### src/rtl/rtu_map.svh
`ifndef RTU_MAP_SVH
`define RTU_MAP_SVH
// Printed offsets are register indices; byte address is four times these.
`define RTU_IDX_T0_HIGH 8'h12
`define RTU_IDX_T0_LOW 8'h13
`define RTU_IDX_SETUP 8'h14
`define RTU_IDX_RELOAD_HIGH 8'h15
`define RTU_IDX_RELOAD_LOW 8'h16
`define RTU_IDX_RUN 8'h20
`define RTU_IDX_IRQ_STATUS 8'h21
`define RTU_IDX_IRQ_ENABLE 8'h22
`define RTU_IDX_IRQ_CLEAR 8'h23
// Field positions of timer1_setup.
`define RTU_SETUP_STOPRX 7
`define RTU_SETUP_START_HI 5
`define RTU_SETUP_START_LO 4
`define RTU_SETUP_AUTO 3
`define RTU_SETUP_CLK_HI 1
`define RTU_SETUP_CLK_LO 0
// Writable bits of timer1_setup; bits 6 and 2 read as zero.
`define RTU_SETUP_MASK 8'hBB
// Run register fields.
`define RTU_RUN_STATUS 1
`define RTU_RUN_WREN 0
// Reset values.
`define RTU_SETUP_RESET 8'h00
`define RTU_RELOAD_RESET 16'h0000
// Bits received before the stop-on-receive condition fires.
`define RTU_STOPRX_BITS 4
`endif

### src/rtl/rtu_pkg.sv
package rtu_pkg;
  typedef enum logic [1:0] {
    RTU_START_MANUAL,
    RTU_START_TX_END,
    RTU_START_TRIM,
    RTU_START_TRIM_UF
  } rtu_start_t;
  typedef enum logic [1:0] {
    RTU_CLK_FULL,
    RTU_CLK_DIV,
    RTU_CLK_TIMER0,
    RTU_CLK_TIMER2
  } rtu_clk_t;
  typedef enum {
    RTU_IDLE,
    RTU_COUNT,
    RTU_TRIM_WAIT
  } rtu_state_t;
endpackage

### src/rtl/rtu_timer.sv
// Added by the designer: the APB register port.
`timescale 1ns/100ps
`include "rtu_map.svh"
// Behaviour
// RULE_01: Timer 0 count is readable as read-only high and low bytes.
// RULE_02: Software must not read count bytes while a frame is received.
// RULE_03: Stop-on-receive halts timer 1 after the first four bits.
// RULE_04: Stop-on-receive is ignored in either trimming mode.
// RULE_05: Start mode 00 never starts timer 1 by itself.
// RULE_06: Start mode 01 starts timer 1 when transmission ends.
// RULE_07: Modes 10 and 11 trim on rising edges, without/with underflow.
// RULE_08: Auto-restart set reloads and keeps counting at zero.
// RULE_09: Auto-restart clear stops the timer after reaching zero.
// RULE_10: Every underflow sets the timer 1 interrupt flag.
// RULE_11: Clock select 00 uses full clock, 01 the divided tick.
// RULE_12: Clock select 10 cascades timer 0, 11 cascades timer 2.
// RULE_13: Each start event loads the counter from both reload bytes.
// RULE_14: Reload writes affect only the next start event; the code also loads them into the count at each auto-restart underflow.
// RULE_15: Reload value is 16 bits, high and low bytes read/write.
// RULE_16: Running bit changes by write only with write-enable set.
// RULE_17: Counter decrements per tick; decrement at zero is underflow.
module rtu_timer #(
  parameter int CW = 16 // Counter width.
) (
  input wire logic core_clk, // System clock, 10 MHz.
  input wire logic rst_b, // Asynchronous reset, active low.
  input wire logic clk_en, // Freezes all state except the reset synchroniser while low.
  input wire logic psel, // APB select.
  input wire logic penable, // APB access phase.
  input wire logic pwrite, // APB direction, high for write.
  input wire logic [11:0] paddr, // APB byte address.
  input wire logic [31:0] pwdata, // APB write data.
  output logic [31:0] prdata, // APB read data.
  output logic pready, // APB ready.
  output logic pslverr, // APB error on unmapped address.
  input wire logic [15:0] timer0_count, // Live timer 0 count.
  input wire logic timer0_underflow, // Timer 0 underflow pulse.
  input wire logic timer2_underflow, // Timer 2 underflow pulse.
  input wire logic div_tick, // Divided-rate tick pulse.
  input wire logic tx_done, // End of transmission pulse.
  input wire logic rx_bit, // One received bit pulse.
  input wire logic rx_active, // Frame reception in progress.
  input wire logic low_freq_oscillator, // Oscillator pin being trimmed.
  output logic timer1_running_status, // Timer 1 is counting or waiting for a trim edge.
  output logic timer1_underflow_pulse, // One-cycle underflow event.
  output logic irq // Level interrupt.
);
  import rtu_pkg::*;

  logic rst_s1;
  logic rst_n;
  logic osc_s1;
  logic osc_s2;
  logic osc_s3;
  logic [7:0] timer1_setup;
  logic [CW-1:0] timer1_reload_value;
  logic [CW-1:0] count;
  logic irq_status;
  logic irq_enable;
  logic [2:0] rx_bits;
  rtu_state_t state;
  rtu_start_t start_mode;
  rtu_clk_t clock_select;
  logic stop_on_receive;
  logic auto_reload_enable;
  logic [7:0] idx;
  logic wr;
  logic rd;
  logic mapped;
  logic tick;
  logic osc_rise;
  logic trim_mode;
  logic sw_start;
  logic sw_stop;
  logic hw_start;
  logic rx_stop;
  logic start_evt;
  logic underflow;
  logic next_running;
  logic [31:0] next_rdata;

  // Reset is released through two flops so its removal is synchronous.
  always_ff @(posedge core_clk or negedge rst_b) begin
    if (!rst_b) begin
      rst_s1 <= 1'b0;
      rst_n <= 1'b0;
    end else begin
      rst_s1 <= 1'b1;
      rst_n <= rst_s1;
    end
  end

  // The oscillator pin is asynchronous; only osc_s2 onward is inspected.
  always_ff @(posedge core_clk or negedge rst_n) begin
    if (!rst_n) begin
      osc_s1 <= 1'b0;
      osc_s2 <= 1'b0;
      osc_s3 <= 1'b0;
    end else if (clk_en) begin
      osc_s1 <= low_freq_oscillator;
      osc_s2 <= osc_s1;
      osc_s3 <= osc_s2;
    end
  end

  // Field decode of the setup register.
  assign stop_on_receive = timer1_setup[`RTU_SETUP_STOPRX];
  assign start_mode = rtu_start_t'(
    timer1_setup[`RTU_SETUP_START_HI:`RTU_SETUP_START_LO]);
  assign auto_reload_enable = timer1_setup[`RTU_SETUP_AUTO];
  assign clock_select = rtu_clk_t'(
    timer1_setup[`RTU_SETUP_CLK_HI:`RTU_SETUP_CLK_LO]);
  assign trim_mode = start_mode == RTU_START_TRIM ||
                     start_mode == RTU_START_TRIM_UF;
  assign osc_rise = osc_s2 & ~osc_s3;

  // APB decode; every access completes with zero wait states.
  assign idx = paddr[9:2];
  // Misaligned or unmapped writes are refused, so they must not land.
  assign wr = psel & penable & pwrite & clk_en & mapped;
  assign rd = psel & penable & ~pwrite & clk_en;
  assign mapped = paddr[1:0] == 2'h0 && paddr[11:10] == 2'h0 &&
    (idx inside {`RTU_IDX_T0_HIGH, `RTU_IDX_T0_LOW, `RTU_IDX_SETUP,
     `RTU_IDX_RELOAD_HIGH, `RTU_IDX_RELOAD_LOW, `RTU_IDX_RUN,
     `RTU_IDX_IRQ_STATUS, `RTU_IDX_IRQ_ENABLE, `RTU_IDX_IRQ_CLEAR});

  // Tick source selection.
  always_comb begin
    case (clock_select)
      RTU_CLK_FULL: tick = 1'b1; // RULE_11
      RTU_CLK_DIV: tick = div_tick; // RULE_11
      RTU_CLK_TIMER0: tick = timer0_underflow; // RULE_12
      RTU_CLK_TIMER2: tick = timer2_underflow; // RULE_12
      default: tick = 1'b0;
    endcase
  end

  // Start and stop causes.
  assign sw_start = wr && idx == `RTU_IDX_RUN &&
    pwdata[`RTU_RUN_WREN] && pwdata[`RTU_RUN_STATUS]; // RULE_16
  assign sw_stop = wr && idx == `RTU_IDX_RUN &&
    pwdata[`RTU_RUN_WREN] && !pwdata[`RTU_RUN_STATUS]; // RULE_16
  assign hw_start = (start_mode == RTU_START_TX_END && tx_done) ||
    (trim_mode && state == RTU_TRIM_WAIT && osc_rise); // RULE_06 RULE_07
  assign start_evt = (sw_start || hw_start) && state != RTU_COUNT;
  // A fourth received bit stops the count unless trimming is active.
  assign rx_stop = stop_on_receive && !trim_mode && rx_bit &&
    rx_bits == 3'(`RTU_STOPRX_BITS - 1); // RULE_03 RULE_04
  // Underflow is a decrement taken while the count is at zero.
  assign underflow = state == RTU_COUNT && tick && count == '0 &&
    !(start_mode == RTU_START_TRIM); // RULE_17 RULE_07

  // Received-bit counter, cleared at each start so the first four count.
  always_ff @(posedge core_clk or negedge rst_n) begin
    if (!rst_n) begin
      rx_bits <= 3'h0;
    end else if (clk_en) begin
      if (start_evt) begin
        rx_bits <= 3'h0;
      end else if (state == RTU_COUNT && rx_bit &&
                   rx_bits != 3'(`RTU_STOPRX_BITS)) begin
        rx_bits <= rx_bits + 3'h1;
      end
    end
  end

  // Timer sequencer; trimming arms, then runs between two rising edges.
  always_ff @(posedge core_clk or negedge rst_n) begin
    if (!rst_n) begin
      state <= RTU_IDLE;
      count <= '0;
    end else if (clk_en) begin
      case (state)
        RTU_IDLE: begin
          if (sw_start && trim_mode) begin
            state <= RTU_TRIM_WAIT; // RULE_07
          end else if (start_evt) begin
            state <= RTU_COUNT; // RULE_05 RULE_06
            count <= timer1_reload_value; // RULE_13
          end
        end
        RTU_TRIM_WAIT: begin
          if (sw_stop) begin
            state <= RTU_IDLE;
          end else if (osc_rise) begin
            state <= RTU_COUNT;
            count <= timer1_reload_value; // RULE_13
          end
        end
        RTU_COUNT: begin
          if (sw_stop || rx_stop || (trim_mode && osc_rise)) begin
            state <= RTU_IDLE; // RULE_03 RULE_07
          end else if (underflow) begin
            if (auto_reload_enable) begin
              count <= timer1_reload_value; // RULE_08
            end else begin
              state <= RTU_IDLE; // RULE_09
            end
          end else if (tick && count != '0) begin
            count <= count - CW'(1); // RULE_17
          end
        end
        default: state <= RTU_IDLE;
      endcase
    end
  end

  // Software-written registers; reload bytes never touch the live count.
  always_ff @(posedge core_clk or negedge rst_n) begin
    if (!rst_n) begin
      timer1_setup <= `RTU_SETUP_RESET;
      timer1_reload_value <= `RTU_RELOAD_RESET;
      irq_enable <= 1'b0;
    end else if (wr) begin
      case (idx)
        `RTU_IDX_SETUP: timer1_setup <= pwdata[7:0] & `RTU_SETUP_MASK;
        `RTU_IDX_RELOAD_HIGH: timer1_reload_value[15:8] <= pwdata[7:0]; // RULE_15
        `RTU_IDX_RELOAD_LOW: timer1_reload_value[7:0] <= pwdata[7:0]; // RULE_15
        `RTU_IDX_IRQ_ENABLE: irq_enable <= pwdata[0];
        default: ;
      endcase
    end
  end

  // Sticky underflow flag; a set in the clear cycle wins.
  always_ff @(posedge core_clk or negedge rst_n) begin
    if (!rst_n) begin
      irq_status <= 1'b0;
    end else if (clk_en) begin
      if (underflow) begin
        irq_status <= 1'b1; // RULE_10
      end else if (wr && idx == `RTU_IDX_IRQ_CLEAR && pwdata[0]) begin
        irq_status <= 1'b0;
      end
    end
  end

  // Next value of the registered running status output.
  always_comb begin
    next_running = 1'b0;
    if (clk_en) begin
      next_running = state != RTU_IDLE;
    end else begin
      next_running = timer1_running_status;
    end
  end

  // Read mux; count bytes are sampled live, so reads mid-frame may tear.
  always_comb begin
    next_rdata = 32'h0000_0000;
    case (idx)
      `RTU_IDX_T0_HIGH: next_rdata[7:0] = timer0_count[15:8]; // RULE_01
      `RTU_IDX_T0_LOW: next_rdata[7:0] = timer0_count[7:0]; // RULE_01
      `RTU_IDX_SETUP: next_rdata[7:0] = timer1_setup;
      `RTU_IDX_RELOAD_HIGH: next_rdata[7:0] = timer1_reload_value[15:8];
      `RTU_IDX_RELOAD_LOW: next_rdata[7:0] = timer1_reload_value[7:0];
      `RTU_IDX_RUN: next_rdata[`RTU_RUN_STATUS] = state != RTU_IDLE;
      `RTU_IDX_IRQ_STATUS: next_rdata[0] = irq_status;
      `RTU_IDX_IRQ_ENABLE: next_rdata[0] = irq_enable;
      default: next_rdata = 32'h0000_0000;
    endcase
  end

  // Registered APB answer: ready rises in the access cycle's setup edge.
  always_ff @(posedge core_clk or negedge rst_n) begin
    if (!rst_n) begin
      prdata <= 32'h0000_0000;
      pready <= 1'b0;
      pslverr <= 1'b0;
    end else if (clk_en) begin
      pready <= psel & ~penable;
      pslverr <= psel & ~penable & ~mapped;
      prdata <= (psel & ~penable & ~pwrite & mapped) ? next_rdata
                                                    : 32'h0000_0000;
    end
  end

  // Registered status and interrupt outputs.
  always_ff @(posedge core_clk or negedge rst_n) begin
    if (!rst_n) begin
      timer1_running_status <= 1'b0;
      timer1_underflow_pulse <= 1'b0;
      irq <= 1'b0;
    end else if (clk_en) begin
      timer1_running_status <= next_running;
      timer1_underflow_pulse <= underflow & clk_en;
      irq <= irq_status & irq_enable;
    end
  end

  // Checks.
  chk_uf_sets_flag: assert property (@(posedge core_clk) disable iff (!rst_n)
    underflow |=> irq_status) else $error("underflow did not set flag"); // RULE_10
  chk_reload_kept: assert property (@(posedge core_clk) disable iff (!rst_n)
    clk_en && underflow && auto_reload_enable && !sw_stop && !rx_stop &&
    !trim_mode |=> state == RTU_COUNT && count == $past(timer1_reload_value))
    else $error("auto reload failed"); // RULE_08
  chk_oneshot_stop: assert property (@(posedge core_clk) disable iff (!rst_n)
    clk_en && underflow && !auto_reload_enable |=> state == RTU_IDLE)
    else $error("one-shot did not stop"); // RULE_09
  chk_rx_stop: assert property (@(posedge core_clk) disable iff (!rst_n)
    clk_en && rx_stop && state == RTU_COUNT |=> state == RTU_IDLE)
    else $error("stop on receive failed"); // RULE_03
  chk_trim_no_rx: assert property (@(posedge core_clk) disable iff (!rst_n)
    trim_mode |-> !rx_stop) else $error("rx stop in trim"); // RULE_04
  chk_manual_only: assert property (@(posedge core_clk) disable iff (!rst_n)
    clk_en && state == RTU_IDLE && start_mode == RTU_START_MANUAL &&
    !sw_start |=> state == RTU_IDLE) else $error("self start"); // RULE_05
  chk_tx_start: assert property (@(posedge core_clk) disable iff (!rst_n)
    clk_en && state == RTU_IDLE && start_mode == RTU_START_TX_END && tx_done
    |=> state == RTU_COUNT && count == $past(timer1_reload_value))
    else $error("no start at tx end"); // RULE_06 RULE_13
  chk_decrement: assert property (@(posedge core_clk) disable iff (!rst_n)
    clk_en && state == RTU_COUNT && tick && count != '0 && !sw_stop &&
    !rx_stop && !(trim_mode && osc_rise) |=> count == $past(count) - CW'(1))
    else $error("bad decrement"); // RULE_17 RULE_14
  chk_run_guard: assert property (@(posedge core_clk) disable iff (!rst_n)
    wr && idx == `RTU_IDX_RUN && !pwdata[`RTU_RUN_WREN] && state == RTU_IDLE
    && !hw_start |=> state == RTU_IDLE) else $error("run w/o enable"); // RULE_16
  chk_t0_read: assert property (@(posedge core_clk) disable iff (!rst_n)
    clk_en && psel && !penable && !pwrite && idx == `RTU_IDX_T0_LOW &&
    mapped |=> prdata[7:0] == $past(timer0_count[7:0]))
    else $error("t0 low wrong"); // RULE_01
endmodule

### config.mk
export PLATFORM = sky130hd
export DESIGN_NAME = rtu_timer
export DESIGN_NICKNAME = d
export VERILOG_FILES = /design/src/rtl/rtu_pkg.sv /design/src/rtl/rtu_timer.sv
export VERILOG_INCLUDE_DIRS = /design/src /design/src/rtl
export SDC_FILE = /design/constraint.sdc
export NUM_CORES = 1
export LEC_CHECK = 0
export ABC_AREA = 1
export BUFFER_PORTS_ARGS = -buffer_cell sky130_fd_sc_hd__buf_2
export CAP_MARGIN = 20
export CORE_MARGIN = 2
export CORE_UTILIZATION = 50
export DETAILED_ROUTE_END_ITERATION = 12
export PLACE_DENSITY_LB_ADDON = 0.12
export SLEW_MARGIN = 25
export SYNTH_ARGS = -nofsm -noshare
export SYNTH_HDL_FRONTEND = slang
export SYNTH_SLANG_ARGS = --single-unit
### constraint.sdc
create_clock -name core_clk -period 4.4 [get_ports core_clk]
set_input_delay 0.88 -clock core_clk [delete_from_list [all_inputs] [get_ports core_clk]]
set_output_delay 0.88 -clock core_clk [all_outputs]
set_load 0.03 [all_outputs]
After elaboration in Yosys (flattened, before gate mapping)
Cells that the tools add are included.

Register bits: 117. Bits in latches: 0. RAM bits: 0. ROM bits: 0. Bits of input ports: 73. Output and inout bits: 37. Logic and storage cells: 145. Memories: 0.

Add/subtract/negate cells: 2. Multiply operators: 0. Divide/modulo/power cells: 0. Magnitude comparators: 0. Eq/ne operators: 33. Shifts and indexed selects: 0. Mux-type cells: 26. Bitwise gates (word level): 15. Reduce and logical (&&, ||, !) cells: 50.

Operator list (number): 32-bit two-way mux (7); 16-bit two-way mux (8); 32-bit case mux with 3 select lines (1); 32-bit by 2-bit == test with 1-bit output, second input constant (2); 16-bit case mux with 3 select lines (1); 8-bit by 5-bit == test with 1-bit output, second input constant (5); 32-bit by 1-bit == test with 1-bit output, second input constant (1); 32-bit by 3-bit == test with 1-bit output, second input constant (1); 8-bit by 6-bit == test with 1-bit output, second input constant (4); 32-bit zero test (1); 32-bit by 2-bit != test with 1-bit output, second input constant (1); 32-bit nonzero test (1); 6-bit case mux with 5 select lines (1); 1-bit logical AND (23); 3-bit != test, second input constant (7); 16-bit zero test (1); 16-bit nonzero test (1); 16-bit by 1-bit subtractor with 16-bit output, second input constant (1); 2-bit AND reduction (6); 1-bit bitwise AND (11); 2-bit != test, second input constant (5); 9-bit AND reduction (1); 9-bit nonzero test (1); 2-bit == test, second input constant (4); 16 further kinds (31).

Logic depth before layout (Yosys ltp)
Gate-level depths: netlist of the first run.

Depth after elaboration: 12. Depth in mapped cells: 18. Mapped depth without buffers: 17.

Least setup slack after synthesis of the first run
No wires, ideal clock.

Path type: in2reg. From: input paddr[4]. To: register count[3]. Library setup time: 0.117 ns. Data arrival time: 2.361 ns. Data required time: 4.283 ns. Setup slack: 1.922 ns. Stages: 15. Buffers on the path: 1. Cell sequence: nor2_2 -> nand2_1 -> nor2_2 -> nor2_2 -> nand4_2 -> nand3_4 -> nor2_4 -> nand2_2 -> nand3_2 -> nand2_2 -> inv_2 -> nand2_4 -> buf_6 -> nand2_1 -> nand2_1.

Word-level cells in the longest chain between the ends: 11. Elaborated cells between the ends (all ways): 26.

Ends and longest elaborated chain: start, declared (RTL line rtu_timer.sv:31) `input wire logic [11:0] paddr,`; 8-bit by 5-bit == test with 1-bit output or 8-bit by 6-bit == test with 1-bit output (tied branches) (RTL line rtu_timer.sv:123) `` (idx inside {`RTU_IDX_T0_HIGH, `RTU_IDX_T0_LOW, `RTU_IDX_SETUP, ``; 9-bit nonzero test (RTL line rtu_timer.sv:123); 1-bit logical AND (RTL line rtu_timer.sv:122) `assign mapped = paddr[1:0] == 2'h0 && paddr[11:10] == 2'h0 &&`; 1-bit bitwise AND (RTL line rtu_timer.sv:120) `assign wr = psel & penable & pwrite & clk_en & mapped;`; 1-bit logical AND (no source line) *; 1-bit logical AND * (RTL line rtu_timer.sv:139, rtu_timer.sv:141); 1-bit logical AND, on equally long branches (RTL line rtu_timer.sv:141, rtu_timer.sv:139); 1-bit logical OR, on equally long branches (RTL line rtu_timer.sv:191, rtu_timer.sv:145); 1-bit logical OR or 1-bit logical AND (tied branches) (RTL line rtu_timer.sv:191, rtu_timer.sv:145); 2-bit != test (no source line); 9-bit AND reduction (no source line) *; end signal, assigned (RTL line rtu_timer.sv:187) `count <= timer1_reload_value;`; end signal, assigned (RTL line rtu_timer.sv:195) `count <= timer1_reload_value;`; end signal, assigned (RTL line rtu_timer.sv:200) `count <= count - CW'(1);`; end, declared (RTL line rtu_timer.sv:57) `logic [CW-1:0] count;`.

Mark *: on every way between the ends. The rest lies on a longest branch, timed or not. A chain may end at the register's enable or synchronous reset.

Final worst setup path of the first run
From: register count[0]. To: register count[15].

Word-level cells in the longest chain between the ends: 6. Elaborated cells between the ends (all ways): 13.

Ends and longest elaborated chain: start signal, assigned (RTL line rtu_timer.sv:179) `count <= timer1_reload_value;`; start signal, assigned (RTL line rtu_timer.sv:187); start signal, assigned (RTL line rtu_timer.sv:195); branches (longest 6 deep; another with 16-bit by 1-bit subtractor with 16-bit output).

Several ways; the timed one is not identified. The select of a mux whose other input is x is not followed.

==> results of run 1 <==
-- flip-flops by register name (all words and copies together) (netlist names), 2 cells and up --
| signal | flops |
|---|---|
| count | 16 |
| prdata | 8 |
| rx_bits | 3 |
| state | 2 |
| timer1_setup | 6 |
| timer1_reload_value | 16 |
-- logic make-up (layout without fill, tap and decap cells) --
group           after synthesis  after routing  share of synthesized area
compound gates               81             81                     0.1228
xor+xnor                     10             10                    0.02305
fa+ha+maj                     4              4                    0.01317
buf+inv                     102            143                     0.1291
flops                        63             63                     0.4149
other cells                   2             25                   0.001976
simple gates                261            261                     0.2950
-- cell type report --
type                    count  area [um2]  area share
clock buffers               9       123.9     0.02898
clock inverters             7       73.82     0.01727
inverters                  66       247.7     0.05796
multi-input cells         381        1819      0.4256
flip-flops and latches     63        1578      0.3691
well taps                  99       123.9     0.02898
repair buffers             61       307.8     0.07201
-- cell usage in the layout, fill, tap and decap left out, drive strengths merged --
master    netlist  layout
nand2         172     172
inv            66      66
dfrtp          63      63
buf            29      61
o21ai          50      50
nor2           45      45
conb            2      25
nand3          22      22
clkbuf          7       9
nand4           9       9
xor2            8       8
o22ai           8       8
nor3            7       7
a21oi           7       7
clkinv          0       5
a221oi          4       4
ha              4       4
nor4            2       2
o21a            2       2
or2             2       2
xnor2           2       2
a31oi           2       2
a221o           2       2
nand3b          1       1
o211ai          1       1
a41oi           1       1
and3            1       1
o221ai          1       1
a211oi          1       1
a2111oi         1       1
a22oi           1       1
bufinv          0       1
clkinvlp        0       1
-- through the flow --
| step | hold slack, ns | instance area [um2] |
|---|---|---|
| 4_1_cts | 0.3061 | 4274 |
| 2_1_floorplan | 0.3312 | 3886 |
| 6_report | 0.3106 | 4274 |
| 5_1_grt | 0.3031 | 4274 |
| 3_5_place_dp | 0.3482 | 4076 |
| 3_3_place_gp | 0.3356 | 4076 |
-- metal layers --
metal,track usage,routed length [um],vias up
met5,0,0,-
met4,0.07828,147,0
met3,0.03734,487,13
met2,0.3926,4354,97
met1,0.2997,4258,1590
li1,-,-,1741
-- power by group --
part	leakage, nW	switching, mW	total (mW)	internal (mW)
registers	0.717	0.0942	0.781	0.686
clock network	0.0992	0.250	0.512	0.262
logic	1.46	0.415	0.627	0.213
-- critical path: cells and delay by family, from the launching register on --
kind | cells | cell delay, ns
AOI/OAI and AO/OA | 3 | 0.38
DFF | 1 | 0.40
and+or+nand+nor | 8 | 1.61
buffers and inverters | 2 | 0.42
adders and majority gates | 1 | 0.16
-- worst paths after layout --
| kind | slack (ns) | cells after the start | startpoint | to |
|---|---|---|---|---|
| max in group asynchronous | 3.46 | 1 | rst_n$_DFF_PN0_ | timer1_reload_value[5]$_DFFE_PN0P_ |
| min reg2reg | 0.36 | 0 | rst_s1$_DFF_PN0_ | rst_n$_DFF_PN0_ |
| max reg2reg | 1.37 | 14 | count[0]$_DFFE_PN0P_ | count[15]$_DFFE_PN0P_ |
| min | 0.31 | 1 | rst_b | rst_s1$_DFF_PN0_ |
| max | 1.37 | 14 | count[0]$_DFFE_PN0P_ | count[15]$_DFFE_PN0P_ |
| min in group core_clk | 0.36 | 0 | rst_s1$_DFF_PN0_ | rst_n$_DFF_PN0_ |
==> impl_metrics.py, run 1 <==
metrics = {
    "grt": {
        "globalRouteOverflowTotal": 0,
        "grt_pass1_wl_mm": 15.35,
        "grt_pass1_vias": 3286,
        "grt_use_total": 0.2310,
        "grt_max_degree": 62,
        "antenna_found_initial": 0,
    },
    "critical_path": {
        "critical_path_peak_fanout": 21,
        "worstPathRequired_ns": 4.68,
        "cpMostUsedCell": "nand2_1",
        "cpPeakStageDelay_ns": 0.52,
        "crit_chain": "inv_1 -> ha_1 -> nand2_1 -> nor2_1 -> nand3_1 -> nor3_1 -> nand2_1 -> nand2_1 -> inv_1 -> o21ai_0 -> a21oi_1 -> a21oi_1 -> nand2_1 -> nand2_1",
        "worstSetupPathType": "register to register",
        "cp-start-kind": "register",
        "arrival_ns": 3.31,
        "slowest_stage": "nand2_1",
        "worstSetupEndpointType": "register",
    },
    "sta": {
        "hold_violations": 0,
        "fin_crit_sh": 0.6891,
        "final.setup.tns_ns": 0,
        "fin_worst_skew_ns": 0.01157,
        "rsz0062_at_grt": "no",
        "maxSlewViolCount": 0,
        "slew_headroom": 0.4339,
        "setup_viol_count_final": 0,
        "worst_pin_slew_ns": 0.8460,
        "final.setup.worst_slack_ns": 1.368,
        "post-route-min-period_ns": 3.032,
        "max_freq_mhz": 329.8,
    },
    "clocking": {
        "cts_setup_buffers": 0,
        "cts_resized": 0,
        "clockBufferDepth": 2,
        "clk_latency_ns": 0.35,
        "cts_tree": "done",
        "htreeDepth": 3,
        "clkTransAtPathRegs_ns": 0.08,
        "cts_sinks": 63,
        "numCtsBuffers": 9,
        "root_buffer": "clkbuf_8",
        "postCtsHoldBufs": 0,
    },
    "job": {
        "drv_cap": 0,
    },
    "status": {
        "status": "finished clean",
    },
    "yosys": {
        "synth_async_sr_flop_share": 1.000,
        "synth-seq-cells": 63,
        "synthDistinctLibCells": 41,
        "synth_top_area_cell": "dfrtp_1",
        "yosysSeqAreaShare": 0.4149,
        "synth-edff-count": 0,
        "synth_area_mm2": 0.003800,
        "synth_top_cell_area_share": 0.4149,
        "syn_inst": 523,
        "synth.avg_cell_area_um2": 7.266,
        "ys_top_cells_by_count": "169 x nand2_1, 64 x inv_1, 63 x dfrtp_1, 50 x o21ai_0, 39 x nor2_1",
        "yosysWarningCount": 0,
        "synth_flop_cell": "dfrtp_1",
        "yosysMostFrequentCell": "nand2_1",
        "ys_top_cells_by_area": "dfrtp_1 41%, nand2_1 17%, o21ai_0 6.6%",
    },
    "place": {
        "post-place-ws_ns": 1.332,
        "gp_congestion": 0.8234,
        "place_hpwl_mm": 6.840,
        "dpl.cell_count": 670,
        "io_buffers": 60,
    },
    "drt": {
        "drt_wl_total_mm": 9.248,
        "drtAntennaViolNets": 0,
        "vias_per_cell": 5.016,
        "drc_errors": 0,
        "vias": 3441,
        "wl_per_cell_um": 13.48,
        "dr.pass1.iters": 4,
        "drt_iter0_markers": 210,
    },
    "floorplan": {
        "start_util": 0.5211,
        "die-area_mm2": 0.008313,
        "die_h_um": 91.18,
        "core_area_mm2": 0.007292,
        "rows": 31,
        "ios": 110,
        "dieWidth_um": 91.18,
    },
    "pwr": {
        "power.density_mw_per_mm2": 449.3,
        "ir_worst_vdd_v": 0.0002416,
        "leakage_nw": 2.281,
        "p_total_mw": 1.920,
    },
    "layout": {
        "final_nets": 659,
        "diodes": 0,
        "drive_above_1_share": 0.1618,
        "final_core_util": 0.5861,
        "syn2layout_area_growth_pct": 12.48,
        "nFillCells": 723,
        "stdcell_count": 686,
    },
    "worst_hold_path": {
        "hp-class": "input port to asynchronous set/reset pin",
    },
}
Power figures use the tool's default switching activity.
==> run 2: changes to the inputs <==
CORE_UTILIZATION = 47   (was 50)
clock period = 2.7 ns   (was 4.4 ns; I/O delays follow)
==> run 2 against run 1 <==
Setup slack worse by 1.2 ns; critical path depth grew 1; wire length up 2.6%; sequential power is 64% higher; non-clock buffer count grew 17; clock power is 39% higher; first-iteration DRC count down 3.8%; global-route usage grew 0.74 points; maximum frequency is 21% higher; worst hold slack got worse by 0.070 ns; count of clock-buffer cells in the layout is 1 higher.
==> impl_metrics.py, run 2 (synthesis results as in run 1) <==
metrics = {
    "status": {
        "status": "finished clean",
    },
    "critical_path": {
        "cp_num_cells": 15,
        "ff2ff_setup_slack_ns": 0.20,
        "slowest_stage": "dfrtp_1",
        "worstSetupPathType": "register to register",
        "worstPathRequired_ns": 2.93,
        "critPathBufInv": 2,
        "cpMostUsedCell": "nand2_1",
        "cpPeakStageDelay_ns": 0.40,
        "endpoint": "count[7]$_DFFE_PN0P_",
        "crit_chain": "inv_1 -> ha_1 -> nand2_1 -> nor2_1 -> nand3_1 -> nor3_1 -> nand2_1 -> o211ai_1 -> nand2_1 -> inv_1 -> nand2_1 -> nor2_1 -> nand2_4 -> nand2_1 -> nand2_1",
        "reg2reg_depth": 15,
        "critical_path_peak_fanout": 16,
        "critPathTopFamily": "simple AND/OR/NAND/NOR gates",
        "r2r_start": "count[0]$_DFFE_PN0P_",
        "worstSetupEndpointType": "register",
        "startpoint": "count[0]$_DFFE_PN0P_",
        "cp-start-kind": "register",
        "arrival_ns": 2.73,
        "timing.rr.end": "count[7]$_DFFE_PN0P_",
    },
    "sta": {
        "maxSlewViolCount": 0,
        "hold_violations": 0,
        "worst_pin_slew_ns": 0.5129,
        "slew_headroom": 0.6554,
        "setup_viol_count_final": 0,
        "fin_crit_sh": 0.9246,
        "post-route-min-period_ns": 2.496,
        "max_freq_mhz": 400.6,
        "fin_worst_skew_ns": 0.01215,
    },
    "layout": {
        "final_cell_mix": "169 x nand2_1, 64 x inv_1, 62 x dfrtp_1",
        "syn2layout_area_growth_pct": 15.74,
        "final_nets": 676,
        "drive_above_1_share": 0.1871,
        "nFillCells": 777,
        "reg_top3": "count x16, timer1_reload_value x16, prdata x8",
        "layout_commonest_cell": "nand2_1",
        "stdcell_area_mm2": 0.004398,
        "diodes": 0,
        "stdcell_count": 706,
    },
    "clocking": {
        "clockBufferDepth": 2,
        "clkTransAtPathRegs_ns": 0.08,
        "clk_latency_ns": 0.35,
        "root_buffer": "clkbuf_8",
        "numCtsBuffers": 9,
        "htreeDepth": 3,
        "cts_sinks": 63,
        "cts_tree": "done",
    },
    "drt": {
        "drt_iter0_markers": 202,
        "wl_per_cell_um": 13.44,
        "drtAntennaViolNets": 0,
        "drt_wl_total_mm": 9.486,
        "drc_errors": 0,
        "dr.pass1.iters": 4,
        "vias": 3490,
        "vias_per_cell": 4.943,
    },
    "pwr": {
        "power.density_mw_per_mm2": 697.0,
        "comb_power_share": 0.350,
        "p_int_mw": 1.832,
        "p_sw_mw": 1.234,
        "leakage_nw": 2.349,
        "swShare": 0.4025,
        "power.share.clock": 0.232,
        "seq_power_share": 0.418,
        "ir_worst_vdd_v": 0.0003455,
    },
    "grt": {
        "grt_use_total": 0.2384,
        "use_met2": 0.4000,
        "globalRouteOverflowTotal": 0,
        "grt_pass1_vias": 3476,
        "busiest_layer": "met2",
        "antenna_found_initial": 0,
        "grt_pass1_wl_mm": 16.37,
        "met1_usage": 0.3078,
        "grtUsageMet3": 0.06260,
        "grt_max_degree": 23,
    },
    "place": {
        "io_buffers": 60,
        "place_hpwl_mm": 7.195,
        "dpl.cell_count": 689,
        "gp_congestion": 0.8991,
        "placed_area_mm2": 0.004213,
    },
    "floorplan": {
        "core_area_mm2": 0.007767,
        "die-area_mm2": 0.008820,
        "dieWidth_um": 93.92,
        "die_h_um": 93.92,
        "ios": 110,
        "start_util": 0.4892,
        "rows": 32,
    },
    "worst_hold_path": {
        "hp-class": "register to asynchronous set/reset pin",
    },
    "job": {
        "drv_cap": 0,
    },
}
==> run 2: cell type report <==
| cell class | instances | area [um2] | share of cell area |
|---|---|---|---|
| clock buffers | 10 | 127.6 | 0.02902 |
| repair buffers | 78 | 450.4 | 0.1024 |
| flip-flops and latches | 63 | 1578 | 0.3587 |
| inverters | 66 | 247.7 | 0.05633 |
| multi-input cells | 381 | 1829 | 0.4159 |
| clock inverters | 6 | 37.54 | 0.008535 |
| well taps | 102 | 127.6 | 0.02902 |
==> run 2: power by group through the flow <==
stage / Clock (mW) / Combinational [mW] / Sequential (mW)
floorplan: 0 / 0.815 / 1.29
global placement: 0 / 1.03 / 1.29
detailed placement: 0 / 1.05 / 1.30
CTS: 0.728 / 1.06 / 1.28
global route: 0.776 / 1.25 / 1.31
finish: 0.712 / 1.07 / 1.28
==> run 2: through the flow <==
step | util | worst slack, ns | power [mW] | hold WS (ns) | setup TNS [ns]
global route | 0.5662 | -0.02794 | 3.335 | 0.2890 | -0.09687
floorplan | - | 0.5625 | 2.105 | 0.2444 | 0
CTS | 0.5649 | 0.2373 | 3.068 | 0.2475 | 0
global placement | 0.5424 | 0.2918 | 2.322 | 0.2526 | 0
finish | 0.5662 | 0.2036 | 3.065 | 0.2409 | 0
detailed placement | 0.5424 | 0.2641 | 2.349 | 0.2571 | 0
==> run 2: worst reg2reg max path: cells and delay by family (launching register included) <==
family | cells | cell delay [ns]
and+or+nand+nor | 11 | 1.52
DFF | 1 | 0.40
AOI/OAI and AO/OA | 1 | 0.16
adders and majority gates | 1 | 0.15
buffers and inverters | 2 | 0.14
==> run 2: what timing repair did <==
item                                   in CTS  in global routing
buffers inserted                            0                  0
gates resized for setup                     0                  3
hold buffers                                1                  0
endpoints found under the hold margin       2                  0
setup endpoints to repair                   0                 16
==> run 2: per-layer routing <==
metal  wire [um]  vias up  part of all wire
met5           0        -                 0
met2        4562       85              0.48
met3         408       12             0.043
met1        4351     1617              0.46
li1            -     1776                 -
met4         163        0             0.017
==> run 2: how the worst min path moves through the flow <==
stage	end	cells past startpoint	slack, ns	start
6_report	prdata[4]$_DFFE_PN0P_	0	0.24	rst_n$_DFF_PN0_
5_1_grt	prdata[4]$_DFFE_PN0P_	0	0.29	rst_n$_DFF_PN0_
4_1_cts	pslverr$_DFFE_PN0P_	0	0.25	rst_n$_DFF_PN0_
3_5_place_dp	prdata[4]$_DFFE_PN0P_	0	0.26	rst_n$_DFF_PN0_
3_3_place_gp	prdata[4]$_DFFE_PN0P_	0	0.25	rst_n$_DFF_PN0_
2_1_floorplan	rst_n$_DFF_PN0_	0	0.24	rst_b
==> run 3: changes to the inputs <==
PLACE_DENSITY = 0.87   (was default)
PLACE_DENSITY_LB_ADDON = default   (was 0.12)
REMOVE_ABC_BUFFERS = 1   (was default)
==> run 3 against run 2 <==
Wire length is 0.22% higher; sequential share of layout area is 0.29 points lower; clock skew hardly changed; register-to-register slack better by 0.12 ns; combinational power hardly changed.
==> impl_metrics.py, run 3 (synthesis results as in run 1) <==
metrics = {
    "layout": {
        "final_core_util": 0.5709,
        "stdcell_area_mm2": 0.004434,
        "nFillCells": 719,
        "syn2layout_area_growth_pct": 16.69,
        "stdcell_count": 704,
        "register_area_mm2": 0.001578,
        "layout_commonest_cell": "nand2_1",
        "drive_above_1_share": 0.1844,
        "final_nets": 674,
        "diodes": 0,
        "reg_top3": "count x16, timer1_reload_value x16, prdata x8",
        "final_cell_mix": "169 x nand2_1, 64 x inv_1, 62 x dfrtp_1",
        "multi_input_area_mm2": 0.001824,
    },
    "drt": {
        "drc_errors": 0,
        "dr.pass1.iters": 5,
        "vias_per_cell": 5.058,
        "wl_per_cell_um": 13.50,
        "drt-met1-wl_mm": 4.102,
        "wl_met3_um": 611,
        "maxUsedRoutingLayer": "met4",
        "met2_length_mm": 4.581,
        "drtAntennaViolNets": 0,
        "drt_iter0_markers": 256,
        "vias": 3561,
        "drt_wl_total_mm": 9.507,
    },
    "sta": {
        "setup_viol_count_final": 0,
        "fin_crit_sh": 0.8790,
        "final.setup.worst_slack_ns": 0.3266,
        "worst_pin_slew_ns": 0.7414,
        "rsz0062_at_grt": "no",
        "fin_worst_skew_ns": 0.01195,
        "whs_ns": 0.3269,
        "hold_violations": 0,
        "final.setup.tns_ns": 0,
        "slew_headroom": 0.5057,
        "post-route-min-period_ns": 2.373,
        "maxSlewViolCount": 0,
        "max_freq_mhz": 421.3,
    },
    "critical_path": {
        "cpMostUsedCell": "nand2_1",
        "arrival_ns": 2.62,
        "slowest_stage": "dfrtp_1",
        "cp-start-kind": "register",
        "startpoint": "count[0]$_DFFE_PN0P_",
        "critPathTopFamily": "simple AND/OR/NAND/NOR gates",
        "crit_chain": "inv_1 -> ha_1 -> nand2_1 -> nor2_2 -> nand3_1 -> nor3_1 -> nand2_1 -> buf_4 -> nand2_1 -> buf_4 -> a21oi_1 -> o21ai_0 -> o21ai_0 -> nand2_1 -> nand2_1",
        "critPathBufInv": 3,
        "worstSetupEndpointType": "register",
        "worstSetupPathType": "register to register",
        "r2r_start": "count[0]$_DFFE_PN0P_",
        "cpPeakStageDelay_ns": 0.40,
        "critical_path_peak_fanout": 20,
        "worstPathRequired_ns": 2.95,
    },
    "grt": {
        "antenna_found_initial": 0,
        "grt_pass1_vias": 3400,
        "grt_max_degree": 35,
        "globalRouteOverflowTotal": 0,
        "grt_use_total": 0.2336,
        "grt_pass1_wl_mm": 16.08,
    },
    "pwr": {
        "ir_worst_vdd_v": 0.0003899,
        "leakage_nw": 2.365,
        "p_total_mw": 3.286,
        "power.density_mw_per_mm2": 741.0,
    },
    "status": {
        "status": "finished clean",
    },
    "clocking": {
        "clk_latency_ns": 0.36,
        "cts_sinks": 63,
        "clkTransAtPathRegs_ns": 0.08,
        "root_buffer": "clkbuf_8",
        "htreeDepth": 3,
        "cts_tree": "done",
        "numCtsBuffers": 9,
        "clockBufferDepth": 2,
    },
    "place": {
        "placed_area_mm2": 0.004178,
        "post-place-ws_ns": 0.2753,
        "io_buffers": 60,
        "place_hpwl_mm": 7.275,
        "gp_congestion": 0.9462,
        "dpl.cell_count": 686,
    },
    "floorplan": {
        "start_util": 0.4892,
        "core_area_mm2": 0.007767,
        "die-area_mm2": 0.008820,
        "rows": 32,
        "ios": 110,
        "dieWidth_um": 93.92,
        "die_h_um": 93.92,
    },
    "job": {
        "drv_cap": 0,
    },
    "worst_hold_path": {
        "hp-class": "register to asynchronous set/reset pin",
    },
}
[run 3: changes by cell type in the layout (fill, tap and decap cells not counted)]
| cell | change |
|---|---|
| clkinv_4 | +2 |
| clkinv_2 | -2 |
| clkinvlp_4 | -1 |
| nand3_2 | -1 |
| nand3_1 | +1 |
| buf_4 | -2 |
| bufinv_16 | +2 |
| clkbuf_1 | -1 |
[run 3: final timing paths]
path	endpoint	slack, ns	cells past startpoint
setup / recovery	count[14]$_DFFE_PN0P_	0.33	15
hold / removal	timer1_setup[7]$_DFFE_PN0P_	0.33	0
setup reg to reg	count[14]$_DFFE_PN0P_	0.33	15
hold reg to reg	timer1_setup[7]$_DFFE_PN0P_	0.33	0
max in group asynchronous	prdata[2]$_DFFE_PN0P_	1.64	1
min in group core_clk	rst_n$_DFF_PN0_	0.36	0
[run 3: power breakdown]
group,internal (mW),switching [mW]
sequential,1.12,0.169
clock,0.520,0.409
combinational,0.378,0.691
total,2.02,1.27
[run 3: repair_timing]
action	CTS	global route
setup buffers	0	1
resized for setup	0	2
endpoints found under the hold margin	2	0
setup endpoints to repair	0	16
hold buffers	1	0
[run 3: layer usage]
layer  vias to the layer above  GRT usage
met5                         -          0
met4                         0    0.09058
met3                        18    0.05698
met1                      1648     0.3021
li1                       1767          -
met2                       128     0.3780
[run 3: layout make-up]
| class | count | share of cell area |
|---|---|---|
| clock buffer | 9 | 0.02793 |
| clock inverter | 7 | 0.02201 |
| inverter | 66 | 0.05587 |
| multi-input combinational | 381 | 0.4114 |
| sequential | 63 | 0.3558 |
| tap | 102 | 0.02878 |
| timing repair buffer | 76 | 0.09819 |
[run 3: worst reg2reg max path, delay by kind of cell (launching register included)]
family          cells  cell delay (ns)
compound gates      3             0.24
buf+inv             3             0.50
flops               1             0.40
simple gates        8             0.98
fa+ha+maj           1             0.16
